File: src/core/cct_pkg.sv
// Shared constants and types for the two-channel capture/compare timer
package cct_pkg;

  localparam int CNT_W = 16;
  localparam int PS_CNT_W = 6;
  localparam int NUM_CH = 2;

  // Values after reset
  localparam logic [15:0] MODULO_RESET = 16'hFFFF;
  localparam logic [15:0] COUNT_RESET = 16'h0000;
  localparam logic [5:0] PS_COUNT_RESET = 6'h00;

  // Prescaler select codes
  localparam logic [2:0] PS_DIV1 = 3'h0;
  localparam logic [2:0] PS_EXT_CLOCK = 3'h7;

  // Edge/level select pair {hi, lo}
  localparam logic [1:0] ELS_OFF = 2'h0;
  localparam logic [1:0] ELS_RISE_OR_TOGGLE = 2'h1;
  localparam logic [1:0] ELS_FALL_OR_CLEAR = 2'h2;
  localparam logic [1:0] ELS_ANY_OR_SET = 2'h3;

  typedef struct packed {
    logic [5:0] div_cnt;
    logic tick;
  } cct_ps_state_t;

  typedef struct packed {
    logic [15:0] cnt;
    logic [15:0] modulo;
    logic ovf_flag;
    logic [1:0] ch_flag;
    logic ovf_irq;
    logic [1:0] ch_irq;
    logic [1:0] pin_out;
    logic [1:0] pin_oe;
    logic active_set;
    logic pending_set;
    logic [1:0] pin_s1;
    logic [1:0] pin_s2;
    logic [1:0] pin_s3;
    logic ext_s1;
    logic ext_s2;
    logic ext_s3;
  } cct_state_t;

  typedef struct packed {
    logic [1:0][15:0] value;
  } cct_chan_t;

endpackage

File: src/core/cct_timer.sv
// Two-channel capture/compare timer with modulo counter and linked buffered compare
`timescale 1ns/1ps

module cct_timer (
  input wire logic clock,
  input wire logic reset,
  input wire logic counter_stop,
  input wire logic counter_reset,
  input wire logic [2:0] prescale_select,
  input wire logic external_timer_clock_pin,
  input wire logic modulo_write,
  input wire logic [7:0] modulo_limit_high,
  input wire logic [7:0] modulo_limit_low,
  input wire logic overflow_irq_enable,
  input wire logic overflow_flag_clear,
  input wire logic [1:0] channel_compare_mode,
  input wire logic [1:0] edge_level_select_hi,
  input wire logic [1:0] edge_level_select_lo,
  input wire logic [1:0] toggle_on_overflow,
  input wire logic [1:0] channel_irq_enable,
  input wire logic [1:0] channel_flag_clear,
  input wire logic buffered_link_select,
  input wire logic [1:0] channel_value_write,
  input wire logic [7:0] channel_value_high,
  input wire logic [7:0] channel_value_low,
  input wire logic channel0_pin_in,
  input wire logic channel1_pin_in,
  output logic channel0_pin_out,
  output logic channel0_pin_oe,
  output logic channel1_pin_out,
  output logic channel1_pin_oe,
  output logic [15:0] counter_value,
  output logic [15:0] channel0_value,
  output logic [15:0] channel1_value,
  output logic overflow_flag,
  output logic channel0_event_flag,
  output logic channel1_event_flag,
  output logic overflow_irq,
  output logic channel0_irq,
  output logic channel1_irq,
  output logic active_set
);

  cct_pkg::cct_state_t s_r;
  cct_pkg::cct_state_t s_nxt;
  cct_pkg::cct_chan_t chv_r;
  cct_pkg::cct_chan_t chv_nxt;
  logic tick;
  logic run_tick;
  logic ovf_evt;
  logic [1:0] cap_evt;
  logic [1:0] cmp_evt;
  logic [1:0] els;
  logic [1:0] rise;
  logic [1:0] fall;
  logic [15:0] cmp_value;
  logic [1:0] ch_off;

  function automatic logic edge_hit(input logic [1:0] sel, input logic r, input logic f);
    edge_hit = (sel == cct_pkg::ELS_RISE_OR_TOGGLE && r) || (sel == cct_pkg::ELS_FALL_OR_CLEAR && f)
      || (sel == cct_pkg::ELS_ANY_OR_SET && (r || f));
  endfunction

  function automatic logic pin_action(input logic [1:0] sel, input logic cur);
    unique case (sel)
      cct_pkg::ELS_RISE_OR_TOGGLE: pin_action = ~cur;
      cct_pkg::ELS_FALL_OR_CLEAR: pin_action = 1'b0;
      cct_pkg::ELS_ANY_OR_SET: pin_action = 1'b1;
      cct_pkg::ELS_OFF: pin_action = cur;
    endcase
  endfunction

  cct_prescaler #(
    .DIV_W(cct_pkg::PS_CNT_W)
  ) u_prescaler (
    .clock(clock),
    .reset(reset),
    .clear(counter_reset),
    .prescale_select(prescale_select),
    .ext_tick(s_r.ext_s2 & ~s_r.ext_s3),
    .tick(tick)
  );

  assign run_tick = tick && !counter_stop && !counter_reset;

  always_comb
  begin
    s_nxt = s_r;
    chv_nxt = chv_r;
    ovf_evt = 1'b0;
    cap_evt = 2'b00;
    cmp_evt = 2'b00;
    cmp_value = 16'h0000;
    // Pin synchronisers
    s_nxt.pin_s1 = {channel1_pin_in, channel0_pin_in};
    s_nxt.pin_s2 = s_r.pin_s1;
    s_nxt.pin_s3 = s_r.pin_s2;
    s_nxt.ext_s1 = external_timer_clock_pin;
    s_nxt.ext_s2 = s_r.ext_s1;
    s_nxt.ext_s3 = s_r.ext_s2;
    rise = s_r.pin_s2 & ~s_r.pin_s3;
    fall = ~s_r.pin_s2 & s_r.pin_s3;
    els = 2'b00;
    // Channel 1 is idle while linked
    ch_off = {buffered_link_select, 1'b0};

    if (counter_reset)
      s_nxt.cnt = cct_pkg::COUNT_RESET;
    else if (run_tick)
    begin
      if (s_r.cnt == s_r.modulo)
      begin
        s_nxt.cnt = cct_pkg::COUNT_RESET;
        ovf_evt = 1'b1;
      end
      else
        s_nxt.cnt = s_r.cnt + 16'h0001;
    end
    if (modulo_write)
      s_nxt.modulo = {modulo_limit_high, modulo_limit_low};

    // Linked buffered compare: last written set takes over at overflow
    if (!buffered_link_select)
    begin
      s_nxt.active_set = 1'b0;
      s_nxt.pending_set = 1'b0;
    end
    else
    begin
      if (channel_value_write[1])
        s_nxt.pending_set = 1'b1;
      else if (channel_value_write[0])
        s_nxt.pending_set = 1'b0;
      if (ovf_evt)
        s_nxt.active_set = s_nxt.pending_set;
    end

    for (int i = 0; i < cct_pkg::NUM_CH; i++)
    begin
      els = {edge_level_select_hi[i], edge_level_select_lo[i]};
      if (channel_value_write[i])
        chv_nxt.value[i] = {channel_value_high, channel_value_low};
      if (!ch_off[i] && !channel_compare_mode[i])
      begin
        cap_evt[i] = edge_hit(els, rise[i], fall[i]);
        if (cap_evt[i])
          chv_nxt.value[i] = s_r.cnt;
      end
      if (!ch_off[i] && channel_compare_mode[i])
      begin
        cmp_value = (i == 0 && buffered_link_select && s_r.active_set) ? chv_r.value[1] : chv_r.value[i];
        cmp_evt[i] = run_tick && s_nxt.cnt == cmp_value;
        if (ovf_evt && toggle_on_overflow[i])
          s_nxt.pin_out[i] = ~s_r.pin_out[i];
        if (cmp_evt[i])
          s_nxt.pin_out[i] = pin_action(els, s_nxt.pin_out[i]);
      end
      s_nxt.pin_oe[i] = !ch_off[i] && channel_compare_mode[i] && els != cct_pkg::ELS_OFF;
      // Set wins over clear
      s_nxt.ch_flag[i] = (s_r.ch_flag[i] && !channel_flag_clear[i]) || cap_evt[i] || cmp_evt[i];
      s_nxt.ch_irq[i] = s_nxt.ch_flag[i] && channel_irq_enable[i];
    end

    s_nxt.ovf_flag = (s_r.ovf_flag && !overflow_flag_clear) || ovf_evt;
    s_nxt.ovf_irq = s_nxt.ovf_flag && overflow_irq_enable;
  end

  always_ff @(posedge clock or posedge reset)
  begin
    if (reset)
    begin
      s_r <= '0;
      s_r.modulo <= cct_pkg::MODULO_RESET;
    end
    else
      s_r <= s_nxt;
  end

  // Channel values survive reset
  always_ff @(posedge clock)
  begin
    chv_r <= chv_nxt;
  end

  assign counter_value = s_r.cnt;
  assign channel0_value = chv_r.value[0];
  assign channel1_value = chv_r.value[1];
  assign channel0_pin_out = s_r.pin_out[0];
  assign channel0_pin_oe = s_r.pin_oe[0];
  assign channel1_pin_out = s_r.pin_out[1];
  assign channel1_pin_oe = s_r.pin_oe[1];
  assign overflow_flag = s_r.ovf_flag;
  assign channel0_event_flag = s_r.ch_flag[0];
  assign channel1_event_flag = s_r.ch_flag[1];
  assign overflow_irq = s_r.ovf_irq;
  assign channel0_irq = s_r.ch_irq[0];
  assign channel1_irq = s_r.ch_irq[1];
  assign active_set = s_r.active_set;

  a_count_wraps: assert property (@(posedge clock) disable iff (reset)
    run_tick && s_r.cnt == s_r.modulo |=> s_r.cnt == 16'h0000)
    else $error("Counter did not wrap to zero after limit");

  a_count_steps: assert property (@(posedge clock) disable iff (reset)
    run_tick && s_r.cnt != s_r.modulo |=> s_r.cnt == $past(s_r.cnt) + 16'h0001)
    else $error("Counter did not step by one");

  a_count_holds: assert property (@(posedge clock) disable iff (reset)
    !run_tick && !counter_reset |=> $stable(s_r.cnt))
    else $error("Counter moved without a tick");

  a_ovf_flag_irq: assert property (@(posedge clock) disable iff (reset)
    run_tick && s_r.cnt == s_r.modulo && overflow_irq_enable ##1 overflow_irq_enable |->
    s_r.ovf_flag && s_r.ovf_irq)
    else $error("Overflow did not set flag and request");

  a_capture_value: assert property (@(posedge clock) disable iff (reset)
    !channel_compare_mode[0] && edge_level_select_hi[0] && edge_level_select_lo[0] && (s_r.pin_s2[0] != s_r.pin_s3[0])
    |=> chv_r.value[0] == $past(s_r.cnt) && s_r.ch_flag[0])
    else $error("Capture did not latch counter");

  a_capture_delay: assert property (@(posedge clock) disable iff (reset)
    !channel_compare_mode[1] && !buffered_link_select && edge_level_select_lo[1] && !edge_level_select_hi[1]
    && $stable(channel_compare_mode[1]) && $stable(edge_level_select_lo[1]) && $rose(s_r.pin_s2[1])
    |=> s_r.ch_flag[1])
    else $error("Capture flag late after synchronised edge");

  a_irq_gated: assert property (@(posedge clock) disable iff (reset)
    !s_r.ch_flag[0] || !channel_irq_enable[0] |=> ##0 !$past(channel_irq_enable[0]) |-> !s_r.ch_irq[0])
    else $error("Channel request without enable");

  a_cmp_clear: assert property (@(posedge clock) disable iff (reset)
    cmp_evt[0] && edge_level_select_hi[0] && !edge_level_select_lo[0] |=> !channel0_pin_out)
    else $error("Clear on compare did not clear pin");

  a_tov_toggle: assert property (@(posedge clock) disable iff (reset)
    ovf_evt && channel_compare_mode[0] && toggle_on_overflow[0] && !cmp_evt[0]
    |=> channel0_pin_out != $past(channel0_pin_out))
    else $error("Pin did not toggle on overflow");

  a_link_release: assert property (@(posedge clock) disable iff (reset)
    buffered_link_select |-> !cmp_evt[1] && !cap_evt[1] ##1 !channel1_pin_oe)
    else $error("Channel 1 active while linked");

  a_link_swap: assert property (@(posedge clock) disable iff (reset)
    buffered_link_select && channel_value_write[1] && !channel_value_write[0] && ovf_evt |=> s_r.active_set)
    else $error("Linked set did not pass to channel 1 at overflow");

endmodule // cct_timer

File: src/core/cct_prescaler.sv
// Counter clock prescaler: seven bus clock rates or the external clock tick
`timescale 1ns/1ps
module cct_prescaler #(
  parameter int DIV_W = cct_pkg::PS_CNT_W
) (
  input wire logic clock,
  input wire logic reset,
  input wire logic clear,
  input wire logic [2:0] prescale_select,
  input wire logic ext_tick,
  output logic tick
);

  cct_pkg::cct_ps_state_t s_r;
  cct_pkg::cct_ps_state_t s_nxt;

  function automatic logic [DIV_W-1:0] div_mask(input logic [2:0] sel);
    div_mask = DIV_W'((1 << sel) - 1);
  endfunction

  always_comb
  begin
    s_nxt = s_r;
    if (clear)
    begin
      s_nxt.div_cnt = cct_pkg::PS_COUNT_RESET;
      s_nxt.tick = 1'b0;
    end
    else
    begin
      s_nxt.div_cnt = s_r.div_cnt + 6'h01;
      if (prescale_select == cct_pkg::PS_EXT_CLOCK)
        s_nxt.tick = ext_tick;
      else
        s_nxt.tick = (s_r.div_cnt & div_mask(prescale_select)) == div_mask(prescale_select);
    end
  end

  always_ff @(posedge clock or posedge reset)
  begin
    if (reset)
      s_r <= '0;
    else
      s_r <= s_nxt;
  end

  assign tick = s_r.tick;

endmodule // cct_prescaler

File: config.mk
export PLATFORM = sky130hd
export DESIGN_NAME = cct_timer
export DESIGN_NICKNAME = d
export VERILOG_FILES = /design/src/core/cct_pkg.sv /design/src/core/cct_timer.sv /design/src/core/cct_prescaler.sv
export SDC_FILE = /design/constraint.sdc
export NUM_CORES = 1
export LEC_CHECK = 0
export BUFFER_PORTS_ARGS = -buffer_cell sky130_fd_sc_hd__buf_2
export CAP_MARGIN = 20
export CORE_UTILIZATION = 40
export CTS_BUF_LIST = sky130_fd_sc_hd__clkbuf_8
export DETAILED_ROUTE_END_ITERATION = 10
export GPL_ROUTABILITY_DRIVEN = 0
export SLEW_MARGIN = 20
export SYNTH_ARGS = -nofsm -noshare
export SYNTH_HDL_FRONTEND = slang
export SYNTH_SLANG_ARGS = --single-unit
File: constraint.sdc
create_clock -name clock -period 9.2 [get_ports clock]
set_clock_uncertainty 0.15 [all_clocks]
set_input_delay 0.46 -clock clock [delete_from_list [all_inputs] [get_ports clock]]
set_output_delay 0.46 -clock clock [all_outputs]
set_load 0.02 [all_outputs]
# == After elaboration in Yosys (flattened, before gate mapping) ==
# Cells that the tools add are included.
# word_totals
elab_cells,124
out_inout_bits,59
regBits,92
inputBits,60
# op_classes
mux,31
reduce_logical,45
addsub,3
bitwise_logic,11
shifts,1
n_eq_ne,12
# ops
op,count
$mux 16,10
$eq 16x16->1,3
$logic_and 1x1->1,23
$mux 1,17
$add 16x1->16 const B,1
$logic_or 1x1->1,11
$eq 2x2->1 const B,4
$pmux 1 s4,2
$logic_not 1->1,7
$mux 7,1
$add 6x1->6 const B,1
$and 6x6->6,1
$eq 6x6->1,1
$shl 1x3->6 const A,1
$sub 6x2->6 const B,1
$not 1->1,5
$and 2x2->2,2
$eq 2x1->1 const B,2
$logic_not 2->1,2
$not 2->2,2
$reduce_bool 2->1,2
$eq 3x3->1 const B,1
$mux 2,1
$ne 2x1->1 const B,1
$and 1x1->1,1

# == Depth between registers and ports, before layout ==
# logic_depth
word_depth,11
mapped_depth,11
ltp_nobuf,10

# == Hierarchy ==
# A second synthesis with hierarchy kept.
# hier_totals
cells_unflattened,584
area_unflattened_um2,5624.1
# modules_own_cells
module,cells_each,n_inst,seq_area_each_um2,area_per_inst_um2
cct_timer,549,1,1986.9,5277.6
cct_prescaler,35,1,175.2,346.6

# == Worst setup path after synthesis ==
# No wires, ideal clock.
# synth_timing
path_type,in2reg
start,input counter_reset
end,"register s_r, in the netlist channel1_irq"
path_slack_ns,5.963
t_arrival_ns,3.021
setup_ns,0.066
required_time_ns,8.984
cell_stages,11
n_path_buf,2
cell_sequence,or3b_1 buf_6 or2_1 clkbuf_1 nor4_2 xnor2_1 mux2i_1 o32a_1 a2111oi_4 a221o_1 and2_1
# synth_rtl
item,line_no,source
from (decl),cct_timer.sv:8,"input wire logic counter_reset,"
to (signal assigned),cct_timer.sv:176,s_r <= s_nxt;
to (decl),cct_timer.sv:44,cct_pkg::cct_state_t s_r;

==> summary.txt <==
STA
  • Final-report max-slew violation count: 0
  • Unrepaired setup endpoints after global routing: false
  • TNS Setup: 0 ps
  • Post-route clock period utilization: 41.2%
  • Final Hold Vio Count: 0
  • Tightest Pin Transition: 1040 ps
  • PnR worst setup slack: 5410 ps
  • FMAX: 0.264 GHz
  • Final count of negative-setup-slack endpoints: 0
  • Slew headroom: 30.6%
  • Min cycle time layout: 3790 ps

Power
  • Max VDD drop: 83.7 uV
  • Overall power: 913 uW
  • P_leak: 2.73 nW
  • Cell Pwr Density: 146 nW/um^2

Routing
  • Drt pass-1 iters: 5
  • Post-route DRC: 0
  • Post-DR wirelength/cell: 17.9 microns
  • Average vias per placed instance: 5.54
  • Post-Route WL: 15100 microns
  • Max layer used: met4
  • Metal-1 WL: 6850 microns
  • Via count: 4667
  • Initial DRC Count: 323
  • Antenna Violating Nets Remaining: 0
  • WL met2: 7090 microns
  • WL met3: 880 microns

Global routing
  • Vias in the first global route: 4650
  • GRT Resource Usage Total: 22.4%
  • Largest net degree at the start of global routing: 61
  • Initial antenna violation count: 0
  • First-pass GRT wire length: 24500 microns
  • Total gr overflow: 0

Cells and area
  • Nets@finish: 728
  • FILL cells: 1294
  • Final Util: 47.0%
  • Layout cell share with drive strength beyond 1: 28.7%
  • Most frequent cells in the layout: buf_2, nand2_1, mux2i_1
  • Commonest non-fill, non-tap cell in the layout: buf_2
  • # diodes: 0
  • Layout area overhead: 14.0%

Logic synthesis
  • Top cell type's share of synthesized area: 20.0%
  • Largest area contributor in the netlist: dfrtp_1
  • Synth Register Bits: 92
  • Yosys warnings: 0
  • Post-synth EDFFs: 0
  • Synth Flop Type: dfrtp_1
  • Top post-synthesis cells by area: dfrtp_1, dfxtp_1, mux2i_1, dfstp_2, xnor2_1
  • Yosys cell types: 73
  • FFs w/ async S/R, synth: 65.2%
  • Cells after synthesis: 577
  • Avg Cell Area, Syn: 9.53 sq um
  • Syn Nets: 644
  • Post-Syn Area: 5500 sq um
  • Seq/Total Area, Yosys: 39.3%

Place
  • Pre-CTS setup slack: 5360 ps
  • Hpwl dp: 11400 microns
  • Port Buffers: 118

Clocking
  • CTS Hold Bufs: 0
  • CTS root buf: clkbuf_8
  • Clock transition at path regs: 90 ps
  • Clk buf depth: 2
  • Worst-skew pair later-pin latency: 380 ps
  • Postcts setup bufs: 0
  • CTS Buf Count: 9
  • H-Tree Depth: 3
  • CTS resizes: 0
  • CTS tree: done
  • CTS sink cnt: 92

Die
  • Die Ht: 119 microns
  • Num ports: 119
  • Die W: 119 microns
  • Starting Density: 41.2%
  • Cell Rows: 42
  • Placeable Area: 13300 sq um
  • Die area: 14200 sq um

Critical path
  • CP required: 9380 ps
  • Register-to-register setup slack: 5410 ps
  • Startpoint Class: flip-flop
  • Arr. time, crit path: 3970 ps
  • Crit Path Class: flip-flop to flip-flop
  • Crit-path max FO: 13
  • Crit end category: flip-flop

Job
  • Maxcap violations: 0

Run status
  • Run status: finished, final reports clean

Min path
  • Hold WC Path Type: primary input to flip-flop
power by group:
group	switching, mW	internal (mW)	total [mW]
clock	0.140	0.137	0.277
sequential	0.0331	0.438	0.471
combinational	0.0951	0.0707	0.166
flip-flops by register name (all words and copies together) (netlist names), 6 cells and up:
| signal | cells |
|---|---|
| counter_value | 16 |
| channel0_value | 16 |
| s_nxt | 6 |
| u_prescaler.s_r | 6 |
| channel1_value | 16 |
| s_r | 20 |
synth_stat cells (12+ instances only):
library cell	number
buf_4	16
clkbuf_1	17
dfrtp_1	44
dfstp_2	16
dfxtp_1	32
inv_1	15
mux2_2	20
mux2i_1	49
nand2_1	62
nand3_1	15
nor2_1	39
nor3_1	12
o21ai_0	43
xnor2_1	33
metrics by stage:
stage	std cells	area (sq um)	hold WS [ps]
4_1_cts	842	6270	7.12
3_5_place_dp	826	6070	185
5_1_grt	842	6270	8.70
2_1_floorplan	577	5500	181
6_report	842	6270	29.8
3_3_place_gp	826	6070	186
cells by family after synthesis:
group	count (synthesis)	share of synthesized area, %
and+or+nand+nor	192	18.8
DFF	92	39.3
AOI/OAI and AO/OA	108	13.5
adders and majority gates	7	1.59
muxes	69	13.0
buffers and inverters	63	6.01
xor gates and xnor gates	46	7.83
worst paths after layout:
check,from,depth (start not counted),endpoint
setup / recovery,counter_value[11]$_DFF_PP0_,9,channel0_irq$_DFF_PP0_
hold / removal,channel0_pin_in,1,s_nxt[5]$_DFF_PP0_
setup reg to reg,counter_value[11]$_DFF_PP0_,9,channel0_irq$_DFF_PP0_
hold reg to reg,s_nxt[1]$_DFF_PP0_,0,s_nxt[0]$_DFF_PP0_
max in group asynchronous,reset,3,counter_value[4]$_DFF_PP0_
min in group asynchronous,reset,3,s_r[3]$_DFF_PP0_
cell type report:
cell class / count / area [sq um] / area share (%)
Multi-Input combinational cell: 422 / 3020 / 48.2
Sequential cell: 92 / 2160 / 34.5
Timing Repair Buffer: 121 / 613 / 9.78
Tap cell: 176 / 220 / 3.51
Clock buffer: 11 / 151 / 2.41
Inverter: 15 / 56.3 / 0.898
Clock inverter: 5 / 45.0 / 0.718
critical path, stage by stage, from the launching register on:
cell and delay [ps]:
dfrtp_1 630, xnor2_1 180, nand4_1 210, or4_4 700
o21ai_1 300, nor2_1 130, xnor2_1 180, a2111oi_0 850
a31o_1 270, and2_1 120
layer usage:
metal  up-vias  GRT usage (%)
met5         -              0
met4         0           9.02
met3        23           3.88
met2       175           36.0
met1      2256           29.9
li1       2213              -
Power figures use the tool's default switching activity.
